[src/hdl/lbp_defs.vh]
// Constants for the LED bypass dimming block, channels five to eight.
`ifndef LBP_DEFS_VH
`define LBP_DEFS_VH

// =====================================================================
// Register addresses
`define LBP_ADDR_LED5 8'h29
`define LBP_ADDR_LED6 8'h2A
`define LBP_ADDR_LED7 8'h2B
`define LBP_ADDR_LED8 8'h2C

// =====================================================================
// Field layout and reset value
`define LBP_DUTY_MSB 11
`define LBP_DIM_DIS_BIT 12
`define LBP_CFG_RESET 13'h0000
`define LBP_DUTY_OFF 12'h000
`define LBP_DUTY_FULL 12'hFFF

// =====================================================================
// Timebase: 4095 steps per period, counted 0 to 4094
`define LBP_STEP_LAST 12'hFFE
`define LBP_STEP_FIRST 12'h000

`endif

[src/hdl/lbp_chan.v]
// One dimming channel: period-aligned shadow of its setting and the on/off decision.
`timescale 1ns/1ps
`include "lbp_defs.vh"

module lbp_chan (
  // Clock, reset, enable
  input wire clk,
  input wire srst,
  input wire ce,
  // Timebase from the parent
  input wire step,
  input wire [11:0] step_cnt,
  input wire period_start,
  // Configuration as written by software
  input wire [12:0] cfg,
  // LED conduction state
  output reg led_on
);

  reg [11:0] act_duty;
  reg act_dis;
  reg [11:0] next_duty;
  reg next_dis;

  // =====================================================================
  // Shadow update
  // Sampling only at the period boundary avoids a cut or doubled pulse.
  always @*
  begin
    next_duty = act_duty;
    next_dis = act_dis;
    if (period_start)
    begin
      next_duty = cfg[`LBP_DUTY_MSB:0];
      next_dis = cfg[`LBP_DIM_DIS_BIT];
    end
  end

  always @(posedge clk)
  begin
    if (srst)
    begin
      act_duty <= `LBP_DUTY_OFF;
      act_dis <= 1'b0;
      led_on <= 1'b0;
    end
    else if (ce)
    begin
      act_duty <= next_duty;
      act_dis <= next_dis;
      if (step)
      begin
        if (next_dis)
          led_on <= 1'b1;
        else if (next_duty == `LBP_DUTY_FULL)
          led_on <= 1'b1;
        else
          led_on <= (step_cnt < next_duty);
      end
    end
  end

endmodule // lbp_chan

[src/hdl/lbp_top.v]
// Dimming configuration registers and PWM outputs for LED channels five to eight.
// Summary of operation
// - Four read/write registers at 0x29 to 0x2C, one per LED channel.
// - Bits 11:0 hold duty; zero keeps LED off, one gives 1/4095.
// - Duty all ones keeps LED on; other codes scale on-time linearly.
// - Bit 12 set disables dimming for that LED; clear enables dimming.
`timescale 1ns/1ps
`include "lbp_defs.vh"

module lbp_top (
  // Clock, reset, enable
  input wire clk,
  input wire srst,
  input wire ce,
  // Register port from the serial decoder
  input wire [7:0] reg_addr,
  input wire [15:0] reg_wdata,
  input wire reg_wr,
  input wire reg_rd,
  output reg [15:0] reg_rdata,
  output reg reg_rvalid,
  // PWM timebase step
  input wire pwm_step,
  // Period marker and LED states
  output reg period_start,
  output wire [3:0] led_on
);

  reg [12:0] cfg [0:3];
  reg [11:0] step_cnt;
  reg [11:0] next_step_cnt;
  reg [1:0] tb_state;
  reg [1:0] next_tb_state;
  reg next_pstart;
  reg [3:0] wr_en;
  reg [15:0] next_rdata;
  integer i;

  // =====================================================================
  // Timebase states, one-hot
  // The wait state makes the first step after reset open a period, so no
  // channel ever starts on a half-counted period.
  localparam [1:0] TB_WAIT = 2'h1;
  localparam [1:0] TB_RUN = 2'h2;

  // =====================================================================
  // Helpers
  // Address decode: bit 2 flags a mapped register, bits 1:0 pick it.
  function [2:0] lbp_decode;
    input [7:0] addr;
    begin
      case (addr)
        `LBP_ADDR_LED5: lbp_decode = 3'h4;
        `LBP_ADDR_LED6: lbp_decode = 3'h5;
        `LBP_ADDR_LED7: lbp_decode = 3'h6;
        `LBP_ADDR_LED8: lbp_decode = 3'h7;
        default: lbp_decode = 3'h0;
      endcase
    end
  endfunction

  // Read word: the three bits above the register always read as zero.
  function [15:0] lbp_read_word;
    input [12:0] value;
    begin
      lbp_read_word = {3'h0, value};
    end
  endfunction

  // Last step of a period: the 4095 steps are counted 0 to 4094.
  function lbp_last;
    input [11:0] cnt;
    begin
      lbp_last = (cnt == `LBP_STEP_LAST);
    end
  endfunction

  wire [2:0] wsel = lbp_decode(reg_addr);

  // =====================================================================
  // Named views of the four channel registers
  wire [12:0] led5_dimming_config = cfg[0];
  wire [12:0] led6_dimming_config = cfg[1];
  wire [12:0] led7_dimming_config = cfg[2];
  wire [12:0] led8_dimming_config = cfg[3];

  // =====================================================================
  // Register file
  // One enable per register, so a write can never reach a neighbour.
  always @*
  begin
    wr_en = 4'h0;
    if (reg_wr && wsel[2])
      wr_en[wsel[1:0]] = 1'b1;
  end

  always @(posedge clk)
  begin
    if (srst)
    begin
      for (i = 0; i < 4; i = i + 1)
        cfg[i] <= `LBP_CFG_RESET;
    end
    else if (ce)
    begin
      for (i = 0; i < 4; i = i + 1)
      begin
        if (wr_en[i])
          cfg[i] <= reg_wdata[`LBP_DIM_DIS_BIT:0];
      end
    end
  end

  // Unmapped addresses read as zero.
  always @*
  begin
    next_rdata = 16'h0000;
    case (wsel)
      3'h4: next_rdata = lbp_read_word(led5_dimming_config);
      3'h5: next_rdata = lbp_read_word(led6_dimming_config);
      3'h6: next_rdata = lbp_read_word(led7_dimming_config);
      3'h7: next_rdata = lbp_read_word(led8_dimming_config);
      default: next_rdata = 16'h0000;
    endcase
  end

  always @(posedge clk)
  begin
    if (srst)
    begin
      reg_rdata <= 16'h0000;
      reg_rvalid <= 1'b0;
    end
    else if (ce)
    begin
      reg_rvalid <= reg_rd;
      if (reg_rd)
        reg_rdata <= next_rdata;
    end
  end

  // =====================================================================
  // Period timebase, 4095 steps per period
  // A period starts at the first step after reset and at each wrap.
  // A step offered while the enable is low is lost, not queued.
  always @*
  begin
    next_tb_state = tb_state;
    next_step_cnt = step_cnt;
    next_pstart = 1'b0;
    case (tb_state)
      TB_WAIT:
      begin
        if (pwm_step)
        begin
          next_tb_state = TB_RUN;
          next_step_cnt = `LBP_STEP_FIRST;
          next_pstart = 1'b1;
        end
      end
      TB_RUN:
      begin
        if (pwm_step)
        begin
          if (lbp_last(step_cnt))
          begin
            next_step_cnt = `LBP_STEP_FIRST;
            next_pstart = 1'b1;
          end
          else
            next_step_cnt = step_cnt + 12'h001;
        end
      end
      default:
      begin
        next_tb_state = TB_WAIT;
        next_step_cnt = `LBP_STEP_FIRST;
      end
    endcase
  end

  always @(posedge clk)
  begin
    if (srst)
    begin
      tb_state <= TB_WAIT;
      step_cnt <= `LBP_STEP_FIRST;
      period_start <= 1'b0;
    end
    else if (ce)
    begin
      tb_state <= next_tb_state;
      step_cnt <= next_step_cnt;
      period_start <= next_pstart;
    end
  end

  // Channel logic sees the count it is about to act on.
  wire chan_start = next_pstart;
  wire [11:0] chan_cnt = next_step_cnt;

  // =====================================================================
  // Channels five to eight
  genvar g;
  generate
    for (g = 0; g < 4; g = g + 1)
    begin : chan
      lbp_chan u_chan (
        .clk(clk),
        .srst(srst),
        .ce(ce),
        .step(pwm_step),
        .step_cnt(chan_cnt),
        .period_start(chan_start),
        .cfg(cfg[g]),
        .led_on(led_on[g])
      );
    end
  endgenerate

endmodule // lbp_top
[config.mk]
export PLATFORM = sky130hd
export DESIGN_NAME = lbp_top
export DESIGN_NICKNAME = d
export VERILOG_FILES = /design/src/hdl/lbp_chan.v /design/src/hdl/lbp_top.v
export VERILOG_INCLUDE_DIRS = /design/src /design/src/hdl
export SDC_FILE = /design/constraint.sdc
export NUM_CORES = 1
export LEC_CHECK = 0
export ABC_AREA = 1
export BUFFER_PORTS_ARGS = -buffer_cell sky130_fd_sc_hd__buf_2
export CORE_ASPECT_RATIO = 1.2
export CORE_MARGIN = 1.5
export CORE_UTILIZATION = 60
export DETAILED_ROUTE_END_ITERATION = 10
export GPL_TIMING_DRIVEN = 0
export PLACE_DENSITY = 0.84
export SYNTH_ARGS = -nofsm -noshare
export SYNTH_HDL_FRONTEND = slang
export SYNTH_SLANG_ARGS = --single-unit
export TNS_END_PERCENT = 1
[constraint.sdc]
create_clock -name clk -period 3 [get_ports clk]
set_input_delay 0.6 -clock clk [delete_from_list [all_inputs] [get_ports clk]]
set_output_delay 0.6 -clock clk [all_outputs]
set_load 0.005 [all_outputs]
# Word-level counts from Yosys, hierarchy flattened
# Memories as Yosys holds them, arrays and structs flattened.
# Index checks and enable logic that the tools add are counted.
# Widths: inputs -> output; s select.
[word_totals] latch_bits=0 inputBits=30 ramBits=52 mem_bits_ro=0 out_inout_bits=22 word_cells=104 ff_bits=88 mem_count=1
[mem_list] memory="cfg" depth=4 width=13 read_ports=4 rd_clocked_by_memory_dff=0 write_ports=4 line="lbp_top.v:29" text="reg [12:0] cfg [0:3];"
[classes] n_lt_le_gt_ge=6 shift=0 n_mul=0 mux=53 eq_ne=16 bitwise=5 n_addsub=1 div=0 n_reduce_logical=5
[op_table] cell="$mux 12" n=7
[op_table] cell="$eq 12x12->1 const B" n=5
[op_table] cell="$mux 13" n=4
[op_table] cell="$pmux 13 s4" n=1
[op_table] cell="$lt 12x12->1" n=4
[op_table] cell="$mux 1" n=34
[op_table] cell="$eq 8x6->1 const B" n=4
[op_table] cell="$pmux 12 s2" n=1
[op_table] cell="$add 12x1->12 const B" n=1
[op_table] cell="$eq 3x3->1 const B" n=4
[op_table] cell="$pmux 3 s4" n=1
[op_table] cell="$mux 4" n=1
[op_table] cell="$or 1x1->1" n=4
[op_table] cell="$pmux 2 s2" n=1
[op_table] cell="$reduce_and 2->1" n=2
[op_table] cell="$lt 2x3->1 const B" n=1
[op_table] cell="$reduce_and 3->1" n=1
[op_table] cell="$demux 1 s2" n=1
[op_table] cell="$eq 2x1->1 const B" n=1
[op_table] cell="$eq 2x2->1 const B" n=1
[op_table] cell="$ge 2x1->1 const B" n=1
[op_table] cell="$logic_and 1x1->1" n=2
[op_table] cell="$mux 2" n=1
[op_table] cell="$ne 2x2->1 const B" n=1
[op_table] cell="2 further kinds" n=2

# Depth between registers and ports, before layout
[logic_depth] word_depth=12 depth_mapped=19 depth_no_buf=19

# By module
# From an unflattened synthesis, not the netlist that was laid out.
[hier_totals] cells_unflattened=1158 area_unflattened_um2=8294.2
[by_module_without_submodules] module="lbp_top" instances=1 seq_area_each_um2=2142.1 area_per_inst_um2=4008.8 cells_each=477
[by_module_without_submodules] module="lbp_chan at chan[1].u_chan ..." instances=2 seq_area_each_um2=280.3 area_per_inst_um2=1073.5 cells_each=171
[by_module_without_submodules] module="lbp_chan at chan[0].u_chan" instances=1 seq_area_each_um2=280.3 area_per_inst_um2=1074.8 cells_each=172
[by_module_without_submodules] module="lbp_chan at chan[2].u_chan" instances=1 seq_area_each_um2=280.3 area_per_inst_um2=1063.5 cells_each=167

# Worst setup path before layout
# No wires, ideal clock.
[synth_path] path_type="input port to flip-flop" start="input pwm_step" end="register chan[2].u_chan.led_on" stages=14 t_arrival_ns=2.596 path_slack_ns=0.334 setup_ns=0.070 required_time_ns=2.930 path_buffers=1 path_cell_list="buf_4 > nand2_1 > nor2_1 > nand2_1 > nor2_1 > xor2_1 > nand2_1 > a21oi_1 > ha_1 > nand2_1 > nor2_1 > a2111oi_0 > nand2_1 > a21oi_1"
[synth_between] elab_cells_between_ends=13 cone_classes="1 x order compare; 1 x eq/ne; 10 x mux; 1 x reduce/logical"
[synth_lines] item="from (decl)" line="lbp_top.v:23" text="input wire pwm_step,"
[synth_lines] item="$mux 12 (on tied branches)" line="lbp_top.v:163, lbp_top.v:154"
[synth_lines] item="$pmux 12 s2 (*)" line="lbp_top.v:151" text="case (tb_state)"
[synth_lines] item="via chan[0].u_chan.step_cnt[10]" line="lbp_chan.v:12" text="input wire [11:0] step_cnt,"
[synth_lines] item="$lt 12x12->1 (*)" line="lbp_chan.v:58" text="led_on <= (step_cnt < next_duty);"
[synth_lines] item="$mux 1 (*)" line="lbp_chan.v:55" text="else if (next_duty == `LBP_DUTY_FULL)"
[synth_lines] item="$mux 1 (*)" line="lbp_chan.v:53" text="if (next_dis)"
[synth_lines] item="to (signal assigned)" line="lbp_chan.v:58"
[synth_lines] item="to (decl)" line="lbp_chan.v:17" text="output reg led_on"
# Mark *: on every way through the listed nets, which the timed path passes. The rest lies on a longest branch.
# A chain may end at the register's enable or synchronous reset.

# Worst setup path after layout
[layout_path] start="register tb_state[0]" end="register chan[2].u_chan.led_on"
[layout_between] elab_chain_len=6 elab_cells_between_ends=10 cone_classes="1 x order compare; 3 x eq/ne; 6 x mux"
[layout_rtl] item="from (decl)" line="lbp_top.v:32" text="reg [1:0] tb_state;"
[layout_rtl] item="from (signal assigned)" line="lbp_top.v:192" text="tb_state <= next_tb_state;"
[layout_rtl] item="$eq 2x2->1 or $eq 2x1->1 (tied branches)"
[layout_rtl] item="$pmux 1 s2" line="lbp_top.v:151"
[layout_rtl] item="$mux 12" line="lbp_chan.v:32" text="if (period_start)"
[layout_rtl] item="$lt 12x12->1 or $eq 12x12->1 (tied branches)"
[layout_rtl] item="$mux 1" line="lbp_chan.v:55"
[layout_rtl] item="$mux 1 (*)" line="lbp_chan.v:53"
# Mark *: on every way between the ends. The rest lies on a longest branch, timed or not.

==> run metrics <==
Tmin final about 2.9 ns; RePlAce Congestion 0.949; gr ovfl total 0; HPWL after DPL between 15 and 20 mm; Yosys top cell area share 0.216; worst hold path class register to register; status finished, final reports clean; YS warnings 0; register area share after synthesis 0.414; Final setup violation count 0; FF-to-FF setup slack between 0.1 and 0.15 ns; Slew @ Worst Pin around 1.1 ns; number of global-route vias before repair about 7k; Cells after DPL between 1k and 1.5k; commonest non-fill, non-tap cell in the layout nand2_1; syn_area_per_cell between 7 and 8 sq um; Max-Cap Viols 0; WP data required between 3 and 4 ns; vias per cell around 5.7; area grow syn2layout 14.2%; commonest non-fill, non-tap cells in the layout nand2_1 (266), inv_1 (153), nor2_1 (94); Max-slew headroom 0.293; IO Count 52; die width 108 um; period utilisation layout 0.951; most frequent cell on the critical path a21oi_1; Setup CP Type register to register; Final Util 0.707; CTS tree built; iteration-0 DRC count of the detailed router roughly 770; Clock Skew around 0.0063 ns; root buffer cell clkbuf_16; Post-Syn Area 7870 sq um; startpoint types register; slowest stage delay, CP between 0.3 and 0.4 ns; Clock Path Buffers 2; number of enable flip-flop cells after synthesis 52; Clock Latency Late Sink about 0.43 ns; CP endpoint kind register; Rows 45; DRT Pass-1 Iters 8; routed length per placed instance approximately 18 um; Most used DFF post-synth dfxtp_1; final WL 23.0 mm; max-slew violations 0; core area 12700 sq um; Worst path slowest cell dfxtp_1; die area roughly 14000 sq um; crit-path max FO 10; Initial Util 0.619; Fmax between 300 and 400 MHz; count of cell types in the netlist 43; Tot GR Track Use 0.346; FF+latch count, synth 137; Leak 3.92 nW; Sink Count about 140; VDD IR max a little under 0.0005 V; H-tree depth 4; largest net degree at the start of global routing 17; async set-or-reset flop fraction in the synthesized netlist 0; Residual DRC 0; number of CTS-inserted buffers 17; Routed Antenna Nets 0; synth top area cells dfxtp_1 (22%), edfxtp_1 (20%), nand2_1 (13%); cells along the critical path inv_1 > ha_1 > clkbuf_4 > nor2_4 > nand2_8 > buf_6 > buf_6 > o21a_1 > inv_1 > ha_1 > a21oi_1 > nand3b_1 > a21oi_1 > a2111oi_2 > nand2_1 > a21oi_1; layout cells sized above 1 0.129; Final Non-Filler Cells between 1k and 1.5k; DIE HEIGHT 128 um; Hold Vio Cnt, Final 0; count of nets after finishing between 1k and 1.5k; # diodes 0; area leader, netlist dfxtp_1; initial antenna violation count 0; PortBufs 43; Syn Inst Count between 1k and 1.5k; DR vias ~7.4k; Worst Path Arrival approximately 3.2 ns; global-route wire length before repair 36.0 mm; Worst-path clk slew about 0.06 ns; Cell Pwr Density 591 nW/um^2
final cells by class:
| type | count | area [sq um] |
|---|---|---|
| Clock buffer | 17 | 425 |
| Clock inverter | 15 | 166 |
| Fill cell | 1024 | 3730 |
| Tap cell | 164 | 205 |
| Multi-Input combinational cell | 705 | 3780 |
| Sequential cell | 137 | 3260 |
| Inverter | 158 | 594 |
| Timing Repair Buffer | 47 | 253 |
| Buffer | 50 | 304 |
kinds of logic (layout without fill, tap and decap cells):
| kind of cell | count (synthesis) | in the layout | share of synthesized area |
|---|---|---|---|
| fa+ha+maj | 47 | 47 | 0.0747 |
| compound gates | 232 | 232 | 0.172 |
| simple gates | 419 | 419 | 0.220 |
| buf+inv | 208 | 287 | 0.113 |
| other cells | 1 | 3 | 0.000476 |
| flops | 137 | 137 | 0.414 |
| xor+xnor | 4 | 4 | 0.00445 |
cell usage after synthesis, types with 12 or more instances:
| cell | instances |
|---|---|
| a211oi_1 | 14 |
| a21oi_1 | 97 |
| clkbuf_1 | 24 |
| dfxtp_1 | 85 |
| edfxtp_1 | 52 |
| ha_1 | 47 |
| inv_1 | 154 |
| nand2_1 | 266 |
| nand3_1 | 19 |
| nand4_1 | 17 |
| nor2_1 | 96 |
| o21a_1 | 23 |
| o21ai_0 | 62 |
| o21ai_2 | 12 |
registers in the layout (all words and copies together), names as in the netlist:
name,cells
step_cnt,12
chan.u_chan.act_dis,4
tb_state,2
reg_rvalid,1
cfg,52
reg_rdata,13
chan.u_chan.act_duty,48
chan.u_chan.led_on,4
period_start,1
worst paths after layout:
kind / startpoint / end / cells past startpoint
hold reg to reg: chan[0].u_chan.act_duty[2] / chan[0].u_chan.act_duty[2] / 2
hold / removal: chan[0].u_chan.act_duty[2] / chan[0].u_chan.act_duty[2] / 2
setup reg to reg: tb_state[0] / chan[2].u_chan.led_on / 16
setup / recovery: tb_state[0] / chan[2].u_chan.led_on / 16
critical path: cells and delay by family, from the launching register on:
| kind | cells | cell delay [ns] |
|---|---|---|
| AND/OR/NAND/NOR | 4 | 0.52 |
| AO/OA/AOI/OAI | 5 | 0.73 |
| buffers and inverters | 5 | 0.65 |
| adder cells (fa/ha/maj) | 2 | 0.53 |
| flip-flops | 1 | 0.36 |
metrics by stage:
step | hold slack [ns] | power (W) | area (sq um) | setup TNS [ns] | setup slack, ns
final | 0.449 | 0.00532 | 8990 | 0 | 0.148
after global routing | 0.465 | 0.00552 | 8990 | -0.000902 | -0.000902
after CTS | 0.452 | 0.00527 | 8930 | 0 | 0.00601
after detailed placement | 0.443 | 0.00318 | 8320 | -0.543 | -0.213
after global placement | 0.436 | 0.00316 | 8300 | -13.24 | -0.534
after floorplan | 0.425 | 0.00288 | 7880 | 0 | 0.334
report_power, final:
group | internal [W] | switching, W
clock | 0.00124 | 0.000879
combinational | 0.000378 | 0.000716
sequential | 0.00204 | 0.0000662
layer usage:
layer | vias up | track usage | part of all wire
met5 | - | 0 | 0
met3 | 91 | 0.0745 | 0.080
met2 | 352 | 0.576 | 0.47
li1 | 3544 | - | -
met1 | 3426 | 0.415 | 0.39
met4 | 0 | 0.197 | 0.057
what timing repair did:
| item | 4_1_cts | 5_1_grt |
|---|---|---|
| setup buffers | 0 | 2 |
| gates resized for setup | 4 | 15 |
| hold buffers | 0 | 0 |
| endpoints found under the setup margin | 4 | 4 |
| pin swaps | 0 | 2 |
Note: power is estimated with default switching activity, not from simulation.
